### src/pkg/float_conv_regs.vh
// Register map, field positions and timing constants of the format converter
`ifndef FLOAT_CONV_REGS_VH
`define FLOAT_CONV_REGS_VH

// ****************************************************************
// Register offsets (byte addresses)
// ****************************************************************
`define CTRL_OFFSET        8'h00
`define STATUS_OFFSET      8'h04
`define INT_ENABLE_OFFSET  8'h08
`define INT_CLEAR_OFFSET   8'h0C
`define LAST_NATIVE_OFFSET 8'h10
`define LAST_IEEE_OFFSET   8'h14

// ****************************************************************
// Fields
// ****************************************************************
`define CTRL_ENABLE_BIT    0
`define CTRL_RESET         1'h1
`define EVT_NAN_BIT        0
`define EVT_SATURATE_BIT   1
`define EVT_FLUSH_BIT      2
`define EVT_WIDTH          3
`define EVT_RESET          3'h0

// ****************************************************************
// Number formats
// ****************************************************************
`define EXP_ZERO_NATIVE    8'h80
`define EXP_MIN_PAIR_HI    7'h40
`define EXP_MAX_NATIVE     8'h7F
`define BIAS_NORMAL        8'h7F
`define BIAS_NEG_ZERO_FRAC 8'h80
`define IEEE_EXP_ALL_ONES  8'hFF
`define FRAC_HALF          23'h400000
`define NATIVE_ZERO        32'h80000000
`define NATIVE_MAX_POS     32'h7F7FFFFF
`define NATIVE_MAX_NEG     32'h7F800000

// ****************************************************************
// Bus answers
// ****************************************************************
`define RESP_OKAY          2'h0
`define RESP_SLVERR        2'h2

// ****************************************************************
// Timing
// ****************************************************************
`define REF_CLK_MHZ        10
`define NAN_PULSE_NS       150
// Pulse width rounded up to whole clock cycles
`define NAN_PULSE_CYC      2'h2

`endif

### src/design/float_format_converter.v
// Bus-side converter between native DSP floats and IEEE-754 single precision
//
// Register access over AXI4-Lite and the address map were decided locally.
`timescale 1ns/1ps
`include "float_conv_regs.vh"

// Summary of operation
// - Sign 23 to 31, exponent down one
// - Positive normal: exponent plus 7Fh, fraction kept
// - Positive exponent 81h: halved fraction plus 400000h
// - Exponent 80h gives all-zero word
// - Negative exponent 81h, nonzero fraction: negated, halved, plus 400000h
// - Negative zero fraction: exponent plus 80h
// - Negative normal: exponent plus 7Fh, negated fraction
// - Most negative native value becomes negative infinity
// - Exponent bias adds drop the carry
// - Half offset added only in exponent 81h denormals
// - IEEE NaN relocated, not converted
// - NaN conversion raises NaN interrupt
// - Infinities saturate to native extremes
// - Tiny IEEE denormals become native zero
// - Both IEEE zeros give native zero
// - NaN interrupt pulse two cycles (150 ns rounded up)
// - Read converts to native, write to IEEE
module float_format_converter (
  // Clock and reset
  input  wire        ref_clk,
  input  wire        resetn,
  // Processor side data bus
  input  wire [31:0] dspDataIn,
  output reg  [31:0] dspDataOut,
  output reg         dspDataOe,
  input  wire        busStrobeN,
  input  wire        busRead,
  // Memory side data bus
  input  wire [31:0] memDataIn,
  output reg  [31:0] memDataOut,
  output reg         memDataOe,
  // Interrupts
  output reg         nanInterrupt,
  output reg         irq,
  // AXI4-Lite write address
  input  wire [7:0]  awaddr,
  input  wire        awvalid,
  output reg         awready,
  // AXI4-Lite write data
  input  wire [31:0] wdata,
  input  wire [3:0]  wstrb,
  input  wire        wvalid,
  output reg         wready,
  // AXI4-Lite write response
  output reg  [1:0]  bresp,
  output reg         bvalid,
  input  wire        bready,
  // AXI4-Lite read address
  input  wire [7:0]  araddr,
  input  wire        arvalid,
  output reg         arready,
  // AXI4-Lite read data
  output reg  [31:0] rdata,
  output reg  [1:0]  rresp,
  output reg         rvalid,
  input  wire        rready
);

  localparam [1:0] PULSE_LAST = `NAN_PULSE_CYC - 2'h1;

  // ****************************************************************
  // Arithmetic helpers
  // ****************************************************************
  function [7:0] add8;
    input [7:0] a;
    input [7:0] b;
    reg   [8:0] s;
    begin
      s = {1'b0, a} + {1'b0, b};
      add8 = s[7:0];
    end
  endfunction

  function [22:0] neg23;
    input [22:0] f;
    begin
      neg23 = (~f) + 23'h000001;
    end
  endfunction

  // Native to IEEE
  function [31:0] toIeee;
    input [31:0] n;
    reg        sgn;
    reg [7:0]  ex;
    reg [22:0] fr;
    reg        expMinPairFlag;
    reg        expMaxFlag;
    reg        fractionZeroFlag;
    reg        posNormalSelect;
    reg        posSubnormalSelect;
    reg        zeroSelect;
    reg        negSubnormalSelect;
    reg        negZeroFracSelect;
    reg        negNormalSelect;
    reg        negExtremeSelect;
    reg [7:0]  biasedExponentSum;
    reg [23:0] negFull;
    reg [22:0] negatedFractionTerm;
    begin
      ex  = n[31:24];
      sgn = n[23];
      fr  = n[22:0];
      expMinPairFlag   = (ex[7:1] == `EXP_MIN_PAIR_HI);
      expMaxFlag       = (ex == `EXP_MAX_NATIVE);
      fractionZeroFlag = (fr == 23'h000000);
      zeroSelect         = expMinPairFlag & ~ex[0];
      posNormalSelect    = ~expMinPairFlag & ~sgn;
      posSubnormalSelect = expMinPairFlag & ex[0] & ~sgn;
      // A zero fraction outranks the negative denormal for exponent 81h
      negSubnormalSelect = expMinPairFlag & ex[0] & sgn & ~fractionZeroFlag;
      negExtremeSelect   = expMaxFlag & sgn & fractionZeroFlag;
      negZeroFracSelect  = sgn & fractionZeroFlag & ~zeroSelect & ~negExtremeSelect;
      negNormalSelect    = sgn & ~expMinPairFlag & ~fractionZeroFlag;
      if (negZeroFracSelect) begin
        biasedExponentSum = add8(ex, `BIAS_NEG_ZERO_FRAC);
      end else begin
        biasedExponentSum = add8(ex, `BIAS_NORMAL);
      end
      // One shared negator; the half offset only for the denormal case
      negFull = {1'b0, neg23(fr)};
      if (negSubnormalSelect) begin
        negatedFractionTerm = negFull[23:1] + `FRAC_HALF;
      end else begin
        negatedFractionTerm = negFull[22:0];
      end
      if (zeroSelect) begin
        toIeee = 32'h00000000;
      end else if (negExtremeSelect) begin
        toIeee = {1'b1, `IEEE_EXP_ALL_ONES, 23'h000000};
      end else if (posSubnormalSelect) begin
        toIeee = {sgn, 8'h00, {1'b0, fr[22:1]} + `FRAC_HALF};
      end else if (negSubnormalSelect) begin
        toIeee = {sgn, 8'h00, negatedFractionTerm};
      end else if (negZeroFracSelect) begin
        toIeee = {sgn, biasedExponentSum, 23'h000000};
      end else if (negNormalSelect) begin
        toIeee = {sgn, biasedExponentSum, negatedFractionTerm};
      end else if (posNormalSelect) begin
        toIeee = {sgn, biasedExponentSum, fr};
      end else begin
        toIeee = 32'h00000000;
      end
    end
  endfunction

  // IEEE to native
  function [31:0] toNative;
    input [31:0] v;
    reg        sgn;
    reg [7:0]  ex;
    reg [22:0] fr;
    reg [22:0] sh;
    begin
      sgn = v[31];
      ex  = v[30:23];
      fr  = v[22:0];
      sh  = {fr[21:0], 1'b0};
      if (ex == `IEEE_EXP_ALL_ONES) begin
        if (fr != 23'h000000) begin
          toNative = {ex, sgn, fr};
        end else if (sgn) begin
          toNative = `NATIVE_MAX_NEG;
        end else begin
          toNative = `NATIVE_MAX_POS;
        end
      end else if (ex == 8'h00) begin
        if (~fr[22]) begin
          toNative = `NATIVE_ZERO;
        end else if (sgn) begin
          toNative = {`EXP_ZERO_NATIVE | 8'h01, 1'b1, neg23(sh)};
        end else begin
          toNative = {`EXP_ZERO_NATIVE | 8'h01, 1'b0, sh};
        end
      end else if (~sgn) begin
        toNative = {add8(ex, 8'h81), 1'b0, fr};
      end else if (fr == 23'h000000) begin
        toNative = {add8(ex, `BIAS_NEG_ZERO_FRAC), 1'b1, fr};
      end else begin
        toNative = {add8(ex, 8'h81), 1'b1, neg23(fr)};
      end
    end
  endfunction

  // ****************************************************************
  // Reset release and pin synchronisers
  // ****************************************************************
  reg        rstMeta;
  reg        rstN;
  reg [33:0] pinMeta;
  reg [33:0] pinSync;
  reg [31:0] dspSync;
  reg [31:0] memMeta;
  reg [31:0] memSync;
  reg        strobePrev;

  always @(posedge ref_clk or negedge resetn) begin
    if (!resetn) begin
      rstMeta <= 1'b0;
      rstN    <= 1'b0;
    end else begin
      rstMeta <= 1'b1;
      rstN    <= rstMeta;
    end
  end

  // Two flops on every pin; data is sampled with its strobe
  always @(posedge ref_clk or negedge rstN) begin
    if (!rstN) begin
      pinMeta    <= 34'h000000001;
      pinSync    <= 34'h000000001;
      memMeta    <= 32'h00000000;
      memSync    <= 32'h00000000;
      strobePrev <= 1'b0;
    end else begin
      pinMeta    <= {dspDataIn, busRead, busStrobeN};
      pinSync    <= pinMeta;
      memMeta    <= memDataIn;
      memSync    <= memMeta;
      strobePrev <= ~pinSync[0];
    end
  end

  always @* begin
    dspSync = pinSync[33:2];
  end

  // Strobe idles high, so reset leaves no false strobe edge
  wire strobeActive = ~pinSync[0];
  wire readCycle    = pinSync[1];
  wire strobeStart  = strobeActive & ~strobePrev;

  // ****************************************************************
  // Conversion datapath
  // ****************************************************************
  reg        ctrlEnable;
  wire [31:0] nativeResult = toNative(memSync);
  wire [31:0] ieeeResult   = toIeee(dspSync);
  wire        ieeeNan      = (memSync[30:23] == `IEEE_EXP_ALL_ONES) &&
                             (memSync[22:0] != 23'h000000);
  wire        ieeeInf      = (memSync[30:23] == `IEEE_EXP_ALL_ONES) &&
                             (memSync[22:0] == 23'h000000);
  wire        ieeeTiny     = (memSync[30:23] == 8'h00) && ~memSync[22] &&
                             (memSync[22:0] != 23'h000000);
  wire        nativeExtreme = (dspSync[31:24] == `EXP_MAX_NATIVE) && dspSync[23] &&
                              (dspSync[22:0] == 23'h000000);
  wire        convOn   = strobeActive & ctrlEnable;
  wire        doRead   = convOn & readCycle;
  wire        doWrite  = convOn & ~readCycle;
  wire        evtValid = strobeStart & ctrlEnable;

  reg [`EVT_WIDTH-1:0] events;
  reg [31:0]           lastNative;
  reg [31:0]           lastIeee;

  always @* begin
    events = `EVT_RESET;
    if (evtValid && readCycle) begin
      events[`EVT_NAN_BIT]      = ieeeNan;
      events[`EVT_SATURATE_BIT] = ieeeInf;
      events[`EVT_FLUSH_BIT]    = ieeeTiny;
    end else if (evtValid) begin
      events[`EVT_SATURATE_BIT] = nativeExtreme;
    end
  end

  always @(posedge ref_clk or negedge rstN) begin
    if (!rstN) begin
      dspDataOut <= 32'h00000000;
      dspDataOe  <= 1'b0;
      memDataOut <= 32'h00000000;
      memDataOe  <= 1'b0;
      lastNative <= 32'h00000000;
      lastIeee   <= 32'h00000000;
    end else begin
      dspDataOe <= doRead;
      memDataOe <= doWrite;
      if (doRead) begin
        dspDataOut <= nativeResult;
        lastNative <= nativeResult;
        lastIeee   <= memSync;
      end
      if (doWrite) begin
        memDataOut <= ieeeResult;
        lastNative <= dspSync;
        lastIeee   <= ieeeResult;
      end
    end
  end

  // ****************************************************************
  // NaN pulse and summary interrupt
  // ****************************************************************
  reg [1:0]            pulseCount;
  reg [`EVT_WIDTH-1:0] status;
  reg [`EVT_WIDTH-1:0] intEnable;
  reg [`EVT_WIDTH-1:0] clearReq;
  reg [`EVT_WIDTH-1:0] next_status;

  // Whole cycles only: the half cycle is rounded up
  always @(posedge ref_clk or negedge rstN) begin
    if (!rstN) begin
      pulseCount   <= 2'h0;
      nanInterrupt <= 1'b0;
    end else if (events[`EVT_NAN_BIT]) begin
      pulseCount   <= PULSE_LAST;
      nanInterrupt <= 1'b1;
    end else if (pulseCount != 2'h0) begin
      pulseCount   <= pulseCount - 2'h1;
    end else begin
      nanInterrupt <= 1'b0;
    end
  end

  // New events win over a clear in the same cycle
  always @* begin
    next_status = (status & ~clearReq) | events;
  end

  always @(posedge ref_clk or negedge rstN) begin
    if (!rstN) begin
      status <= `EVT_RESET;
      irq    <= 1'b0;
    end else begin
      status <= next_status;
      irq    <= |(next_status & intEnable);
    end
  end

  // ****************************************************************
  // AXI4-Lite slave
  // ****************************************************************
  reg        awHave;
  reg        wHave;
  reg [7:0]  wrAddr;
  reg [31:0] wrData;
  reg [3:0]  wrStrb;
  reg [31:0] readMux;
  reg        readHit;
  reg        writeHit;

  always @* begin
    readHit = 1'b1;
    case (araddr)
      `CTRL_OFFSET:        readMux = {31'h00000000, ctrlEnable};
      `STATUS_OFFSET:      readMux = {29'h00000000, status};
      `INT_ENABLE_OFFSET:  readMux = {29'h00000000, intEnable};
      `INT_CLEAR_OFFSET:   readMux = 32'h00000000;
      `LAST_NATIVE_OFFSET: readMux = lastNative;
      `LAST_IEEE_OFFSET:   readMux = lastIeee;
      default: begin
        readMux = 32'h00000000;
        readHit = 1'b0;
      end
    endcase
    case (wrAddr)
      `CTRL_OFFSET, `STATUS_OFFSET, `INT_ENABLE_OFFSET,
      `INT_CLEAR_OFFSET, `LAST_NATIVE_OFFSET, `LAST_IEEE_OFFSET: writeHit = 1'b1;
      default: writeHit = 1'b0;
    endcase
  end

  wire doRegWrite = awHave & wHave & ~bvalid;

  always @(posedge ref_clk or negedge rstN) begin
    if (!rstN) begin
      awready    <= 1'b0;
      wready     <= 1'b0;
      awHave     <= 1'b0;
      wHave      <= 1'b0;
      wrAddr     <= 8'h00;
      wrData     <= 32'h00000000;
      wrStrb     <= 4'h0;
      bvalid     <= 1'b0;
      bresp      <= `RESP_OKAY;
      ctrlEnable <= `CTRL_RESET;
      intEnable  <= `EVT_RESET;
      clearReq   <= `EVT_RESET;
    end else begin
      clearReq <= `EVT_RESET;
      if (awready && awvalid) begin
        awready <= 1'b0;
        awHave  <= 1'b1;
        wrAddr  <= awaddr;
      end else if (!awHave && !bvalid) begin
        awready <= 1'b1;
      end
      if (wready && wvalid) begin
        wready <= 1'b0;
        wHave  <= 1'b1;
        wrData <= wdata;
        wrStrb <= wstrb;
      end else if (!wHave && !bvalid) begin
        wready <= 1'b1;
      end
      if (doRegWrite) begin
        awHave <= 1'b0;
        wHave  <= 1'b0;
        bvalid <= 1'b1;
        bresp  <= writeHit ? `RESP_OKAY : `RESP_SLVERR;
        if (wrStrb[0]) begin
          case (wrAddr)
            `CTRL_OFFSET:       ctrlEnable <= wrData[`CTRL_ENABLE_BIT];
            `INT_ENABLE_OFFSET: intEnable  <= wrData[`EVT_WIDTH-1:0];
            `INT_CLEAR_OFFSET:  clearReq   <= wrData[`EVT_WIDTH-1:0];
            default:            clearReq   <= `EVT_RESET;
          endcase
        end
      end else if (bvalid && bready) begin
        bvalid <= 1'b0;
      end
    end
  end

  always @(posedge ref_clk or negedge rstN) begin
    if (!rstN) begin
      arready <= 1'b0;
      rvalid  <= 1'b0;
      rdata   <= 32'h00000000;
      rresp   <= `RESP_OKAY;
    end else begin
      if (arready && arvalid) begin
        arready <= 1'b0;
        rvalid  <= 1'b1;
        rdata   <= readMux;
        rresp   <= readHit ? `RESP_OKAY : `RESP_SLVERR;
      end else if (rvalid && rready) begin
        rvalid  <= 1'b0;
      end else if (!rvalid) begin
        arready <= 1'b1;
      end
    end
  end

endmodule // float_format_converter

### config.mk
export PLATFORM = sky130hd
export DESIGN_NAME = float_format_converter
export DESIGN_NICKNAME = d
export VERILOG_FILES = /design/src/design/float_format_converter.v
export VERILOG_INCLUDE_DIRS = /design/src /design/src/pkg
export SDC_FILE = /design/constraint.sdc
export NUM_CORES = 1
export LEC_CHECK = 0
export ABC_AREA = 1
export BUFFER_PORTS_ARGS = -buffer_cell sky130_fd_sc_hd__clkbuf_2
export CAP_MARGIN = 20
export CORE_MARGIN = 2
export CORE_UTILIZATION = 33
export CTS_CLUSTER_DIAMETER = 200
export DETAILED_ROUTE_END_ITERATION = 10
export GPL_TIMING_DRIVEN = 1
export MAX_ROUTING_LAYER = met4
export PLACE_DENSITY = 0.5
export SLEW_MARGIN = 20
export SYNTH_ARGS = -nofsm -noshare
export SYNTH_HDL_FRONTEND = slang
export SYNTH_SLANG_ARGS = --single-unit
### constraint.sdc
create_clock -name ref_clk -period 11.9 [get_ports ref_clk]
set_clock_uncertainty 0.15 [all_clocks]
set_input_delay 2.38 -clock ref_clk [delete_from_list [all_inputs] [get_ports ref_clk]]
set_output_delay 2.38 -clock ref_clk [all_outputs]
set_load 0.005 [all_outputs]
; ---- After elaboration in Yosys (flattened, before gate mapping)
; Index checks and enable logic that the tools add are counted.
[op_classes]
reduce_logical = 38
muxes = 52
n_eq_ne = 16
add_sub_neg = 10
bitwise_logic = 38
[op_table]
columns = op, count
row1 = 32-bit 2-to-1 mux, 16
row2 = 32-bit case mux with 5 select lines, 1
row3 = "23-bit by 1-bit adder with 23-bit output, second input constant", 3
row4 = 23-bit NOT, 3
row5 = 24-bit 2-to-1 mux, 2
row6 = "22-bit by 23-bit adder with 23-bit output, second input constant", 2
row7 = 23-bit logical NOT, 2
row8 = "8-bit by 4-bit equality test with 1-bit output, second input constant", 4
row9 = "8-bit by 5-bit equality test with 1-bit output, second input constant", 4
row10 = 25-bit 2-to-1 mux, 1
row11 = "8-bit adder, second input constant", 3
row12 = 8-bit logical NOT, 3
row13 = 1-bit 2-to-1 mux, 23
row14 = 23-bit 2-to-1 mux, 1
row15 = 23-bit nonzero test, 1
row16 = 1-bit AND, 20
row17 = 2-bit nonzero test, 9
row18 = "8-bit by 3-bit equality test with 1-bit output, second input constant", 2
row19 = 1-bit logical AND, 14
row20 = 6-bit OR reduction, 2
row21 = 1-bit NOT, 11
row22 = 3-bit 2-to-1 mux, 3
row23 = "8-bit by 7-bit adder with 8-bit output, second input constant", 1
row24 = "8-bit by 7-bit equality test with 1-bit output, second input constant", 1
row25 = 14 further kinds, 22
[totals]
elab_cells = 187
ff_bits = 334
inputBits = 125
output_inout_bits = 109

; ---- Depth between registers and ports, before layout
[logic_depth]
depth_word = 14
ltp_mapped = 17
ltp_nobuf = 16

; ---- Worst setup path before layout
; Ideal clock, no wire load.
[synth_timing]
kind = input port to flip-flop
start = input port araddr[7]
end = register rdata[15]
setup_ps = 66
arrival_time_ps = 3646
path_buffers = 1
path_stages = 7
setup_slack_ps = 8039
required_time_ps = 11684
path_cell_list = or2_2 > nor3_2 > nand2_1 > clkbuf_1 > o21ai_0 > nand2_1 > nand2_1
[synth_between]
elab_chain_len = 2
word_cells_on_any_way = 6
cone_classes = eq/ne: 4 / mux: 1 / reduce/logical: 1
[synth_lines]
columns = element, line
row1 = from (decl), float_format_converter.v:56  ; input wire [7:0] araddr,
row2 = "8-bit by 5-bit equality test with 1-bit output, or another cell as far along", float_format_converter.v:351  ; case (araddr)
row3 = 32-bit case mux with 5 select lines *, float_format_converter.v:351
row4 = to (signal assigned), float_format_converter.v:432  ; rdata <= readMux;
row5 = to (decl), float_format_converter.v:60  ; output reg [31:0] rdata,
; Mark *: on every way between the ends. The rest lies on a longest branch, timed or not.
; A chain may end at the register's enable or synchronous reset.

; ---- Worst setup path after layout
[layout_timing]
start = input port araddr[7]
end = register rdata[2]
; Same word-level chain as after synthesis.

==> out/qor.yml <==
clock_tree:
  ctsLongestPathBuffers: 3
  cts_post_setup_buffers_inserted: 0
  cts_tree: "yes"
  cts_inserted_buffers: 38
  cts.root.buffer_cell: "sky130_fd_sc_hd__clkbuf_16"
  clk_transition_reported_paths_ps: 60
  postCtsResizedCells: 0
  htree_num_levels: 2
  cts.sinks: 332
  clk_latency_worst_skew_pair_ps: 560
  cts_hold_repair.buffers: 0
route:
  routed_wire_length_per_instance_um: 19.8
  initialDrtViolationCount: 894
  routed-via-count: 12200
  vias_per_cell: 4.95
  detail-route-antenna-nets: 0
  drt_wl_total_um: 48700
  drtPass1Iterations: 5
  drcViolationCount: 0
worst_hold_path:
  worstHoldStart: "pinMeta[19]$_DFF_PN0_"
  hold_path.class: "reg2reg"
yosys:
  async_flop_share_pct: 100
  post_synth_top_area_cell: "sky130_fd_sc_hd__dfrtp_1"
  cell_variety_after_synth: 57
  synth-warning-count: 0
  postSynthRegisterBits: 332
  synth-seq-area-share_pct: 56.2
  avgSynthCellArea_um2: 8.95
  synth-edff-count: 0
  synthesis.area_um2: 14800
  synth.area.top_cells: "sky130_fd_sc_hd__dfrtp_1, sky130_fd_sc_hd__nand2_1, sky130_fd_sc_hd__inv_1"
  post_synthesis_cells: 1653
  synth_flop_cell: "sky130_fd_sc_hd__dfrtp_1"
  post-synth-top-area-fraction_pct: 55.6
floorplanning:
  die_h_um: 216
  die_width_um: 216
  num_rows: 77
  floorplan.initialDensity_pct: 33.5
  num_io_pins: 234
  coreArea_um2: 44200
  design.die.area_um2: 46500
place:
  hpwl_um: 34900
  gp_routability_congestion: 0.953
  pre_cts_slack_ps: 7200
  port_buffers: 199
sta:
  setup_violations: 0
  fin_tns_setup_ps: 0
  minimum_hold_slack_ps: 193
  worst_pin_slew_ps: 942
  achievable-frequency_mhz: 242
  worst_slew_margin_rel_pct: 37.2
  min_period_ps: 4130
  final.period_utilization_pct: 34.7
  final_hold_viol_count: 0
  setup_slack_ps: 7770
  drv_slew: 0
  rsz0062_at_grt: "false"
critical_path:
  timing.setup.critical_path_class: "in2reg"
  regToRegStartpoint: "memSync[23]$_DFF_PN0_"
  worst_setup_path_end_kind: "register"
  worst-endpoint-arrival_ps: 4450
  crit_path_start_kind: "input pin"
  cp-startpoint: "araddr[7]"
  required_time_at_the_endpoint_of_the_critical_path_ps: 12220
  critical_path_peak_fanout: 27
finish:
  layout.area.seq_um2: 8320
  leading_registers_by_flop_count: "pinMeta (34), pinSync (34)"
  layout.cells.most_common: "sky130_fd_sc_hd__nand2_1"
  area_of_the_multi_input_gates_um2: 5530
  mostFrequentLayoutCells: "sky130_fd_sc_hd__nand2_1, sky130_fd_sc_hd__dfrtp_1, sky130_fd_sc_hd__clkbuf_2, sky130_fd_sc_hd__inv_1, sky130_fd_sc_hd__o21ai_0"
  share_of_final_layout_standard_cells_stronger_than_drive_strength_1_pct: 19.1
  syn_to_final_growth_pct: 18.8
  num-nets-final: 1977
  total_of_fill_cells_in_the_finished_design: 4491
power:
  powerDensity_nw_per_um2: 185
  vdd_ir_drop_max_v: 0.0000979
  power_leakage_nw: 8.95
global_route:
  antenna_found_initial: 1
  grt_pass1_vias: 12200
  pin_count_of_the_biggest_net_entering_global_routing: 73
  total_grt_overflow: 0
  grt_first_pass_wirelength_um: 74000
  grt_use_total_pct: 21.5
job:
  max-cap-violations: 0
run_status:
  run_status: "completed"
==> layer usage <==
layer  share of wire, %  global-route usage [%]  up-vias
li1                   -                       -     5801
met1                 45                    29.0     5909
met2                 45                    32.5      398
met3                6.0                    3.86       96
met4                3.4                    8.16        0
met5                  0                       -        -
==> critical path, cell delays in order <==
cell and delay (ps):
sky130_fd_sc_hd__clkbuf_2 80, sky130_fd_sc_hd__or2_2 300, sky130_fd_sc_hd__nor3_2 120, sky130_fd_sc_hd__buf_4 390, sky130_fd_sc_hd__nand2_1 440, sky130_fd_sc_hd__o22ai_1 450, sky130_fd_sc_hd__a221oi_1 100, sky130_fd_sc_hd__o21ai_0 160
==> metrics by stage <==
stage | utilization (%) | std cells | power, mW | cell area [µm²]
finish | 39.8 | 2464 | 3.25 | 17600
global route | 39.8 | 2464 | 3.45 | 17600
CTS | 39.8 | 2463 | 3.31 | 17600
detailed placement | 36.9 | 2396 | 2.10 | 16300
global placement | 36.9 | 2396 | 2.09 | 16300
floorplan | - | 1654 | 1.85 | 14800
==> cell families after synthesis <==
logic type,Yosys count,share of synthesized area [%]
and+or+nand+nor,736,21.8
muxes,1,0.0677
adders and majority gates,8,0.677
xor gates and xnor gates,37,2.19
DFF,332,56.2
buffers and inverters,231,6.47
AOI/OAI and AO/OA,306,12.6
other,2,0.0508
==> layout make-up <==
| class | count | share of cell area, % |
|---|---|---|
| Sequential cell | 332 | 47.3 |
| Multi-Input combinational cell | 1091 | 31.5 |
| Timing Repair Buffer | 216 | 6.39 |
| Clock buffer | 51 | 6.03 |
| Tap cell | 592 | 4.21 |
| Inverter | 165 | 3.55 |
| Clock inverter | 16 | 1.05 |
| Antenna cell | 1 | 0.0142 |
==> power breakdown <==
part | internal [mW] | leakage (nW) | switching [mW]
registers | 1.36 | 4.18 | 0.151
logic | 0.230 | 4.17 | 0.340
clock network | 0.695 | 0.598 | 0.482
==> synth_stat cells (all sizes together) (2+ instances only) <==
master	number
o211ai	23
nand4	17
o21ai	130
clkinv	3
inv	162
a211oi	2
nor3	19
o31ai	3
xor2	36
o21a	2
or2	5
a31oi	4
dfrtp	329
conb	2
nand2	516
a22o	2
clkbuf	38
a21oi	56
a22oi	25
dfstp	3
nand3	85
o221ai	19
o22ai	28
nor4	4
a32o	8
nor2	88
ha	8
buf	28
==> path summary, 6_finish.rpt <==
path,slack [ps],cells past startpoint,end
setup / recovery,7770,8,rdata[2]$_DFFE_PN0P_
hold reg to reg,190,0,pinSync[19]$_DFF_PN0_
min in group asynchronous,310,0,memMeta[22]$_DFF_PN0_
setup reg to reg,8630,12,dspDataOut[22]$_DFFE_PN0P_
hold / removal,190,0,pinSync[19]$_DFF_PN0_
max in group asynchronous,9040,2,pinMeta[5]$_DFF_PN0_
Power figures use the tool's default switching activity.
